<file path="src/verilog/sltpg_cfg.svh">
// Constants for the serial link test pattern generator
// What this block does
// - Long transport pattern is used when the transport test pattern is selected and the format has sixteen bits per sample.
// - Pattern length is K times ceil((M*S+2)/K) frames, then it repeats.
// - Link A and link B carry the identical long transport pattern.
// - Frame 0: every sample holds its converter index plus one.
// - Converter index counts per link, channel then I before Q; two links except format 15.
// - Format 15 single link: A-I 0, A-Q 1, B-I 2, B-Q 3.
// - Frame 1: every sample holds its sample index within the frame plus one.
// - Frame 2 onward: every sample holds two to the power N minus one.
// - With control bits, frame i below M*S sets only sample i mod S of converter i/S.
// - From frame M*S to pattern end all control bits are zero.
// - Pattern starts right after the alignment sequence and repeats while the link runs.
// - D21.5 mode sends an unbroken D21.5 stream on every lane.
// - K28.5 mode sends an unbroken K28.5 stream on every lane.
// - Repeated alignment mode resends the alignment sequence forever, never entering data phase.
// - In that mode a sync request triggers code group sync, then alignment resumes.
// - Modified RPAT mode repeats twelve fixed octets through the 8b/10b encoder.
`ifndef SLTPG_CFG_SVH
`define SLTPG_CFG_SVH

`define SLTPG_SEL_W        4
`define SLTPG_FMT_W        5
`define SLTPG_CONV_MAX     4
`define SLTPG_SMP_MAX      4
`define SLTPG_WORD_W       16
`define SLTPG_FRAME_W      256
`define SLTPG_FIDX_W       8
`define SLTPG_NP_LONG      5'h10
`define SLTPG_FMT_ONE_LINK 5'h0f

`define SLTPG_SEL_NONE     4'h0
`define SLTPG_SEL_TRANSP   4'h1
`define SLTPG_SEL_D215     4'h4
`define SLTPG_SEL_K285     4'h5
`define SLTPG_SEL_ILA_RPT  4'h6
`define SLTPG_SEL_RPAT     4'h7

`define SLTPG_CHAR_D215    8'hb5
`define SLTPG_CHAR_K285    8'hbc
`define SLTPG_RPAT_LEN     4'hc
`define SLTPG_RPAT_LAST    4'hb
`define SLTPG_RPAT_TABLE   96'hbed723476b8fb3145efb3559

`endif

</file>
<file path="src/verilog/sltpg_pkg.sv">
// Types shared by the test pattern generator modules
package sltpg_pkg;

  typedef enum logic [4:0] {
    SLTPG_MODE_NONE    = 5'b00001,
    SLTPG_MODE_TRANSP  = 5'b00010,
    SLTPG_MODE_CHAR    = 5'b00100,
    SLTPG_MODE_ILA_RPT = 5'b01000,
    SLTPG_MODE_RPAT    = 5'b10000
  } sltpg_mode_t;

  typedef enum logic [2:0] {
    SLTPG_ILA_OFF  = 3'b001,
    SLTPG_ILA_CGS  = 3'b010,
    SLTPG_ILA_SEND = 3'b100
  } sltpg_ila_st_t;

endpackage

</file>
<file path="src/verilog/sltpg_frame_if.sv">
// Carrier between the mode control and the long pattern frame builder
`timescale 1ns/10ps
`include "sltpg_cfg.svh"
interface sltpg_frame_if;
  logic [2:0]                 cfg_m;
  logic [2:0]                 cfg_s;
  logic [5:0]                 cfg_k;
  logic [4:0]                 cfg_n;
  logic                       cfg_cs;
  logic                       run;
  logic                       restart;
  logic [`SLTPG_FRAME_W-1:0]  frame;
  logic [`SLTPG_FIDX_W-1:0]   frame_idx;

  modport gen  (input cfg_m, cfg_s, cfg_k, cfg_n, cfg_cs, run, restart, output frame, frame_idx);
  modport user (output cfg_m, cfg_s, cfg_k, cfg_n, cfg_cs, run, restart, input frame, frame_idx);
endinterface

</file>
<file path="src/verilog/sltpg_long_gen.sv">
// Long transport test pattern frame builder
`timescale 1ns/10ps
`include "sltpg_cfg.svh"
module sltpg_long_gen
  import sltpg_pkg::*;
(
  input  wire logic    clk_sys_i,
  input  wire logic    rst_b_i,
  sltpg_frame_if.gen   fif
);

  logic [`SLTPG_FIDX_W-1:0] frm_q;
  logic [`SLTPG_FIDX_W-1:0] len_q;
  logic [`SLTPG_FIDX_W-1:0] len_d;
  logic [`SLTPG_FIDX_W-1:0] ms;
  logic [`SLTPG_FIDX_W-1:0] kk;

  // One sample word: data in the top N bits, control bit just below
  function automatic logic [15:0] smp_word(input logic [7:0] frm, input logic [7:0] ms_v,
                                           input logic [2:0] s_v, input logic [4:0] n_v,
                                           input logic cs_v, input logic [2:0] c, input logic [2:0] s);
    logic [15:0] val;
    logic [15:0] w;
    logic [7:0]  pos;
    val = 16'h0000;
    pos = 8'(c) * 8'(s_v) + 8'(s);
    if (frm == 8'h00) begin
      val = 16'(c) + 16'h0001;
    end else if (frm == 8'h01) begin
      val = 16'(s) + 16'h0001;
    end else begin
      val = 16'h0001 << (n_v - 5'h01);
    end
    w = val << (5'h10 - n_v);
    // Walking control bit, cleared once the walk is over
    if (cs_v && (n_v < 5'h10) && (frm < ms_v) && (pos == frm)) begin
      w = w | (16'h8000 >> n_v);
    end
    return w;
  endfunction

  // Pattern length: next multiple of K at or above M*S+2
  always_comb begin
    ms    = 8'(fif.cfg_m) * 8'(fif.cfg_s);
    kk    = (fif.cfg_k == 6'h00) ? 8'h01 : 8'(fif.cfg_k);
    len_d = 8'(((ms + 8'h02 + kk - 8'h01) / kk) * kk);
  end

  // Length is frozen at each restart so a stray config change cannot tear a pass
  always_ff @(posedge clk_sys_i or negedge rst_b_i) begin
    if (!rst_b_i) begin
      len_q <= 8'h02;
    end else if (fif.restart) begin
      len_q <= len_d;
    end
  end

  // Frame index, wraps at the pattern end
  always_ff @(posedge clk_sys_i or negedge rst_b_i) begin
    if (!rst_b_i) begin
      frm_q <= 8'h00;
    end else if (fif.restart) begin
      frm_q <= 8'h00;
    end else if (fif.run) begin
      frm_q <= (frm_q >= len_q - 8'h01) ? 8'h00 : frm_q + 8'h01;
    end
  end

  assign fif.frame_idx = frm_q;

  // Build every converter and sample slot; unused slots stay zero
  for (genvar c = 0; c < `SLTPG_CONV_MAX; c++) begin : g_conv
    for (genvar s = 0; s < `SLTPG_SMP_MAX; s++) begin : g_smp
      assign fif.frame[(c*`SLTPG_SMP_MAX+s)*16 +: 16] =
        ((3'(c) < fif.cfg_m) && (3'(s) < fif.cfg_s)) ?
        smp_word(frm_q, ms, fif.cfg_s, fif.cfg_n, fif.cfg_cs, 3'(c), 3'(s)) : 16'h0000;
    end
  end

endmodule

</file>
<file path="src/verilog/sltpg_top.sv">
// Test pattern insertion between transport and link layers of the serial output
`timescale 1ns/10ps
`include "sltpg_cfg.svh"
module sltpg_top
  import sltpg_pkg::*;
(
  input  wire logic                       clk_sys_i,
  input  wire logic                       rst_b_i,
  input  wire logic [`SLTPG_SEL_W-1:0]    link_test_pattern_select_i,
  input  wire logic [`SLTPG_FMT_W-1:0]    link_format_select_i,
  input  wire logic [4:0]                 cfg_np_i,
  input  wire logic [2:0]                 cfg_m_i,
  input  wire logic [2:0]                 cfg_s_i,
  input  wire logic [5:0]                 cfg_k_i,
  input  wire logic [4:0]                 cfg_n_i,
  input  wire logic                       cfg_cs_i,
  input  wire logic                       link_running_i,
  input  wire logic                       ilas_done_i,
  input  wire logic                       cgs_done_i,
  input  wire logic                       sync_b_i,
  input  wire logic [`SLTPG_FRAME_W-1:0]  data_a_i,
  input  wire logic [`SLTPG_FRAME_W-1:0]  data_b_i,
  output logic      [`SLTPG_FRAME_W-1:0]  frame_a_o,
  output logic      [`SLTPG_FRAME_W-1:0]  frame_b_o,
  output logic                            frame_valid_o,
  output logic                            pattern_start_o,
  output logic                            single_link_o,
  output logic      [7:0]                 char_o,
  output logic                            char_k_o,
  output logic                            char_sel_o,
  output logic                            data_phase_en_o,
  output logic                            cgs_req_o,
  output logic                            ilas_restart_o
);

  sltpg_frame_if fif ();

  logic          rst_m_q;
  logic          rst_s_q;
  logic          syn1_q;
  logic          syn2_q;
  logic          syn3_q;
  logic          sync_lvl_q;
  logic          dphase_q;
  logic [3:0]    rp_q;
  sltpg_mode_t   mode;
  sltpg_ila_st_t ila_q;
  sltpg_ila_st_t ila_d;
  logic          long_act;
  logic          sync_req;
  logic [7:0]    char_d;
  logic          k_d;

  // Selection decode, used by several processes
  function automatic sltpg_mode_t dec_mode(input logic [3:0] sel);
    sltpg_mode_t m;
    case (sel)
      `SLTPG_SEL_TRANSP:  m = SLTPG_MODE_TRANSP;
      `SLTPG_SEL_D215:    m = SLTPG_MODE_CHAR;
      `SLTPG_SEL_K285:    m = SLTPG_MODE_CHAR;
      `SLTPG_SEL_ILA_RPT: m = SLTPG_MODE_ILA_RPT;
      `SLTPG_SEL_RPAT:    m = SLTPG_MODE_RPAT;
      default:            m = SLTPG_MODE_NONE;
    endcase
    return m;
  endfunction

  // Selection is expected to be static while the link is disabled
  assign mode     = dec_mode(link_test_pattern_select_i);
  assign long_act = (mode == SLTPG_MODE_TRANSP) && (cfg_np_i == `SLTPG_NP_LONG);
  assign sync_req = !sync_lvl_q;

  // Reset release through two flops; assertion stays asynchronous
  always_ff @(posedge clk_sys_i or negedge rst_b_i) begin
    if (!rst_b_i) begin
      rst_m_q <= 1'b0;
      rst_s_q <= 1'b0;
    end else begin
      rst_m_q <= 1'b1;
      rst_s_q <= rst_m_q;
    end
  end

  // Sync request pin: three flops, accepted once the last two agree
  always_ff @(posedge clk_sys_i or negedge rst_s_q) begin
    if (!rst_s_q) begin
      syn1_q     <= 1'b1;
      syn2_q     <= 1'b1;
      syn3_q     <= 1'b1;
      sync_lvl_q <= 1'b1;
    end else begin
      syn1_q <= sync_b_i;
      syn2_q <= syn1_q;
      syn3_q <= syn2_q;
      if (syn2_q == syn3_q) begin
        sync_lvl_q <= syn3_q;
      end
    end
  end

  // Data phase: entered at the end of alignment, left when the link stops
  always_ff @(posedge clk_sys_i or negedge rst_s_q) begin
    if (!rst_s_q) begin
      dphase_q <= 1'b0;
    end else if (!link_running_i || mode == SLTPG_MODE_ILA_RPT) begin
      dphase_q <= 1'b0;
    end else if (ilas_done_i) begin
      dphase_q <= 1'b1;
    end
  end

  // Frame builder is driven only while the long pattern is live
  assign fif.cfg_m   = cfg_m_i;
  assign fif.cfg_s   = cfg_s_i;
  assign fif.cfg_k   = cfg_k_i;
  assign fif.cfg_n   = cfg_n_i;
  assign fif.cfg_cs  = cfg_cs_i;
  assign fif.run     = long_act && dphase_q;
  assign fif.restart = !dphase_q;

  sltpg_long_gen u_long_gen (
    .clk_sys_i (clk_sys_i),
    .rst_b_i   (rst_s_q),
    .fif       (fif)
  );

  // Frame outputs: both links get the same pattern, else pass-through
  always_ff @(posedge clk_sys_i or negedge rst_s_q) begin
    if (!rst_s_q) begin
      frame_a_o       <= '0;
      frame_b_o       <= '0;
      frame_valid_o   <= 1'b0;
      pattern_start_o <= 1'b0;
    end else begin
      frame_valid_o   <= dphase_q;
      pattern_start_o <= fif.run && (fif.frame_idx == 8'h00);
      if (long_act) begin
        frame_a_o <= fif.frame;
        frame_b_o <= fif.frame;
      end else begin
        frame_a_o <= data_a_i;
        frame_b_o <= data_b_i;
      end
    end
  end

  // Single link only in the one format that folds both channels together
  always_ff @(posedge clk_sys_i or negedge rst_s_q) begin
    if (!rst_s_q) begin
      single_link_o <= 1'b0;
    end else begin
      single_link_o <= (link_format_select_i == `SLTPG_FMT_ONE_LINK);
    end
  end

  // RPAT octet pointer; free running so the stream never breaks
  always_ff @(posedge clk_sys_i or negedge rst_s_q) begin
    if (!rst_s_q) begin
      rp_q <= 4'h0;
    end else if (mode != SLTPG_MODE_RPAT) begin
      rp_q <= 4'h0;
    end else begin
      rp_q <= (rp_q == `SLTPG_RPAT_LAST) ? 4'h0 : rp_q + 4'h1;
    end
  end

  // Octet choice for the character modes
  always_comb begin
    logic [95:0] tbl;
    tbl    = `SLTPG_RPAT_TABLE;
    char_d = 8'h00;
    k_d    = 1'b0;
    if (link_test_pattern_select_i == `SLTPG_SEL_D215) begin
      char_d = `SLTPG_CHAR_D215;
    end else if (link_test_pattern_select_i == `SLTPG_SEL_K285) begin
      char_d = `SLTPG_CHAR_K285;
      k_d    = 1'b1;
    end else if (mode == SLTPG_MODE_RPAT) begin
      char_d = tbl[8'd95 - 8'(rp_q) * 8'd8 -: 8];
    end
  end

  // Character outputs; lanes take these instead of frame data while selected
  always_ff @(posedge clk_sys_i or negedge rst_s_q) begin
    if (!rst_s_q) begin
      char_o     <= 8'h00;
      char_k_o   <= 1'b0;
      char_sel_o <= 1'b0;
    end else begin
      char_o     <= char_d;
      char_k_o   <= k_d;
      char_sel_o <= (mode == SLTPG_MODE_CHAR) || (mode == SLTPG_MODE_RPAT);
    end
  end

  // Repeated alignment sequencing
  always_comb begin
    ila_d = ila_q;
    case (ila_q)
      SLTPG_ILA_OFF: begin
        if (mode == SLTPG_MODE_ILA_RPT && link_running_i) begin
          ila_d = SLTPG_ILA_CGS;
        end
      end
      SLTPG_ILA_CGS: begin
        if (mode != SLTPG_MODE_ILA_RPT || !link_running_i) begin
          ila_d = SLTPG_ILA_OFF;
        end else if (!sync_req && cgs_done_i) begin
          ila_d = SLTPG_ILA_SEND;
        end
      end
      SLTPG_ILA_SEND: begin
        if (mode != SLTPG_MODE_ILA_RPT || !link_running_i) begin
          ila_d = SLTPG_ILA_OFF;
        end else if (sync_req) begin
          ila_d = SLTPG_ILA_CGS;
        end
      end
      default: ila_d = SLTPG_ILA_OFF;
    endcase
  end

  always_ff @(posedge clk_sys_i or negedge rst_s_q) begin
    if (!rst_s_q) begin
      ila_q <= SLTPG_ILA_OFF;
    end else begin
      ila_q <= ila_d;
    end
  end

  // Link layer controls: alignment restarts after each pass instead of data
  always_ff @(posedge clk_sys_i or negedge rst_s_q) begin
    if (!rst_s_q) begin
      cgs_req_o       <= 1'b0;
      ilas_restart_o  <= 1'b0;
      data_phase_en_o <= 1'b0;
    end else begin
      cgs_req_o       <= (ila_d == SLTPG_ILA_CGS);
      ilas_restart_o  <= (ila_q == SLTPG_ILA_SEND) && ilas_done_i && !sync_req;
      data_phase_en_o <= (mode != SLTPG_MODE_ILA_RPT);
    end
  end

endmodule

</file>
<file path="config.mk">
export PLATFORM = sky130hd
export DESIGN_NAME = sltpg_top
export DESIGN_NICKNAME = d
export VERILOG_FILES = /design/src/verilog/sltpg_pkg.sv /design/src/verilog/sltpg_frame_if.sv /design/src/verilog/sltpg_long_gen.sv /design/src/verilog/sltpg_top.sv
export VERILOG_INCLUDE_DIRS = /design/src /design/src/verilog
export SDC_FILE = /design/constraint.sdc
export NUM_CORES = 1
export LEC_CHECK = 0
export BUFFER_PORTS_ARGS = -buffer_cell sky130_fd_sc_hd__buf_2
export CAP_MARGIN = 10
export CORE_AREA = 2 2 421 423
export CTS_BUF_LIST = sky130_fd_sc_hd__clkbuf_16
export DETAILED_ROUTE_END_ITERATION = 8
export DIE_AREA = 0 0 423 425
export SLEW_MARGIN = 20
export SYNTH_ARGS = -nofsm -noshare
export SYNTH_HDL_FRONTEND = slang
export SYNTH_HIERARCHICAL = 1
export SYNTH_SLANG_ARGS = --single-unit
export TNS_END_PERCENT = 5
</file>
<file path="constraint.sdc">
create_clock -name clk_sys_i -period 40.6 [get_ports clk_sys_i]
set_clock_uncertainty 0.1 [all_clocks]
set_input_delay 0 -clock clk_sys_i [delete_from_list [all_inputs] [get_ports clk_sys_i]]
set_output_delay 0 -clock clk_sys_i [all_outputs]
set_load 0.01 [all_outputs]
</file>
==> results.md <==
* Status: complete, no violations
* CP Max Fanout at 14
* Crit path depth at 72
* Synth Area in Adders at between 4 and 5%
* Distinct cells, synth at 91
* #FFs+latches synth at 558
* Post-synth top area cell: dfrtp_1
* Total track usage at 22.0%
* HP Class: in -> reg
* Pin count of the biggest net entering global routing at 155
* CTS Buffer Depth at 3
* Synthesized instance count at 3034
* Max Slew Vio Count at 0
* Placer congestion estimate at about 1
* Hold depth at 3
* Post-Synth Simple-Gate Area at between 10% and 20%
* Vias in the first global route at 35500
* Crit-path leading delay family: compound AO/OA/AOI/OAI gates
* Worst R2R Path Depth at 9
* Worst path slowest cell: a41oi_2
* P_sw at between 0.0006 and 0.0007 W
* RSZ-0062 raised after global routing: false
* Post-synth EDFFs at 0
* Setup_tns at 0 ns
* Max rail drop VDD at between 0.02 and 0.025 mV
* Routed len/inst at between 20 and 30 um
* Via density at about 4.6
* Fillers at between 15000 and 20000
* Static Leak at between 20 and 30 nW
* Via count at between 30000 and 40000
* Initial antenna violation count at 32
* Slew @ Worst Pin at 1.24 ns
* Layout cells sized above 1 at between 30% and 40%
* Fin nets at 5716
* Synthesized Nets at between 3000 and 4000
* Initial Utilization at around a fifth
* CTS tree: built
* Synth Area per Inst at between 10 and 15 um^2
* First-pass GRT wire length at roughly 280 mm
* Post-DP HPWL at around 160 mm
* Synth async-reset ratio at 100%
* Final hold vios at 0
* Post-CTS setup buffer count at 0
* Crit path time final at around 18 ns
* Cell Pwr Density at between 30 and 40 nW/um^2
* Multiplexer share of the synthesized area at 23.1%
* Total gr overflow at 0
* Comb power frac at around a third
* P_int at 0.00121 W
* Synth Area in XOR/XNOR at under 10%
* Root Buffer: clkbuf_16
* # IOs at about 1100
* Htree depth at 3
* Max_cap viols at 0
* Reg2reg setup slack at about 35 ns
* Syn. warnings at 6
* Critical path buffer and inverter count at 9
* Final Core Density at 30.6%
* Die W at between 400 and 500 um
* Clk pwr share at roughly a third
* TritonCTS buffer count at just under 70
* Post-synth top cells: dfrtp_1, mux2_4, nor2_1
* Post-route DRC at 0
* Post-synthesis sequential area ratio at 41.9%
* Worst skew pair latency at roughly 0.69 ns
* Area Overhead vs Synth at 60.7%
* Starting DRT DRC Count at 3458
* Peak per-stage delay on the critical path at approximately 0.58 ns
* Crit-path most repeated cell: ha_1
* Critical Path Sink Type: flop
* Total Wirelength at between 200 and 250 mm
* Most common cell in the netlist: dfrtp_1
* Slew Limit Headroom at around 18%
* CTS sink count at between 500 and 600
* Final setup fails at 0
* Core area at between 150000 and 200000 um^2
* PortBufs at roughly 1100
* Synth Area in Compound Gates at around 13%
* Pre-Repair DR Iteration Count at 7
* Die height at 425 um
* Critical path startpoint category: primary input
* Worst path required time at about 41 ns
* Post-synthesis cell area at approximately 33000 um^2
* Share of the synthesized area in the top cell type at around 41%
* ANT nets after route at 0
* Die Area at about 180000 um^2
* Reg clk slew, reported paths at about 0.06 ns
* Switching fraction of total power at between 30 and 40%
* Register share of total power at between 30% and 40%
* Area contributors post-synth: dfrtp_1, mux2_4, ha_1
* Max Clock Freq at around 0.056 GHz
* Combinational family with the most area after synthesis: multiplexers
* Crit Path Category: in -> reg
* Final period util at between 40% and 50%
* Worst Path Arrival at around 18 ns
* Post-synth top flop: dfrtp_1
* Row count at ~150
per-layer routing:
metal	global-route usage [%]	part of all wire, %
met1	25.8	38
met2	36.8	48
met3	5.58	8.3
met4	12.2	6.1
met5	0	0.033
registers in the layout, indices dropped and copies added (netlist names):
name / count
sync_lvl_q: 1
rst_m_q: 1
u_long_gen/len_q: 8
char_o: 8
single_link_o: 1
frame_b_o: 256
syn1_q: 1
rp_q: 4
syn2_q: 1
ilas_restart_o: 1
frame_a_o: 256
rst_s_q: 1
u_long_gen/fif.frame_idx: 8
dphase_q: 1
cgs_req_o: 1
syn3_q: 1
char_k_o: 1
data_phase_en_o: 1
ila_q: 3
char_sel_o: 1
pattern_start_o: 1
frame_valid_o: 1
cell type report:
type | count | area [um^2] | area share, %
multi-input combinational | 2174 | 18000 | 33.6
timing repair buffer | 2167 | 16100 | 30.1
sequential | 558 | 14000 | 26.1
tap | 2340 | 2930 | 5.46
clock buffer | 70 | 1750 | 3.27
clock inverter | 49 | 482 | 0.899
inverter | 79 | 297 | 0.553
antenna | 17 | 42.5 | 0.0794
placed cells by master, fill, tap and decap left out, drive strengths merged, types with 22 or more instances in the layout:
| master | synthesis | routed |
|---|---|---|
| a21o | 24 | 24 |
| inv | 78 | 97 |
| nor3 | 47 | 47 |
| mux2 | 523 | 523 |
| o31ai | 24 | 24 |
| and2 | 25 | 25 |
| clkbuf | 125 | 70 |
| o21ai | 187 | 187 |
| nor2 | 263 | 263 |
| a32oi | 25 | 25 |
| xnor2 | 35 | 35 |
| nand2 | 249 | 249 |
| a21oi | 200 | 200 |
| nand3 | 45 | 45 |
| a22oi | 88 | 88 |
| nand2b | 22 | 22 |
| buf | 98 | 1157 |
| dfrtp | 552 | 552 |
| ha | 100 | 100 |
| a31oi | 30 | 30 |
| dlygate4sd3 | 0 | 1010 |
| xor2 | 22 | 22 |
what timing repair did:
| item | 4_1_cts | 5_1_grt |
|---|---|---|
| endpoints found under the hold margin | 541 | 1 |
| hold buffers | 1009 | 1 |
| resized for setup | 0 | 0 |
worst min-delay path, stage by stage:
cell           delay (ns)
dlygate4sd3_1        0.55
buf_2                0.11
mux2_4               0.14
stage by stage:
stage	setup slack, ns	hold WS, ns	area, um^2	std cells	total power, W
after global routing	21.56	0.0144	53600	7442	0.00191
final	22.82	0.0499	53600	7454	0.00182
after floorplan	23.81	-0.396	33400	3034	0.000924
after detailed placement	23.05	-0.304	41200	6307	0.00112
after global placement	23.49	-0.315	41200	6306	0.00111
after CTS	22.67	0.000590	53500	7435	0.00183
logic make-up (layout without fill, tap and decap cells):
kind of cell	after synthesis	count (layout)
buf+inv	302	2365
simple gates	757	757
xor+xnor	58	58
fa+ha+maj	118	118
flops	558	558
mux	530	530
other cells	2	19
compound gates	709	709
power groups by stage:
stage / clock (W) / combinational (W) / sequential, W
3_3_place_gp: 0 / 0.000491 / 0.000614
2_1_floorplan: 0 / 0.000291 / 0.000633
4_1_cts: 0.000640 / 0.000583 / 0.000605
5_1_grt: 0.000664 / 0.000639 / 0.000608
6_report: 0.000627 / 0.000591 / 0.000606
3_5_place_dp: 0 / 0.000502 / 0.000615
final timing paths:
check | startpoint | end
setup / recovery | cfg_k_i[3] | u_long_gen/len_q[7]$_DFFE_PN0P_
hold / removal | data_a_i[128] | frame_a_o[128]$_DFF_PN0_
setup reg to reg | u_long_gen/fif.frame_idx[4]$_DFFE_PN0P_ | frame_a_o[255]$_DFF_PN0_
hold reg to reg | rst_s_q$_DFF_PN0_ | frame_b_o[183]$_DFF_PN0_
max in group asynchronous | rst_s_q$_DFF_PN0_ | frame_a_o[37]$_DFF_PN0_
min in group asynchronous | rst_s_q$_DFF_PN0_ | frame_b_o[183]$_DFF_PN0_
Note: power is estimated with default switching activity, not from simulation.
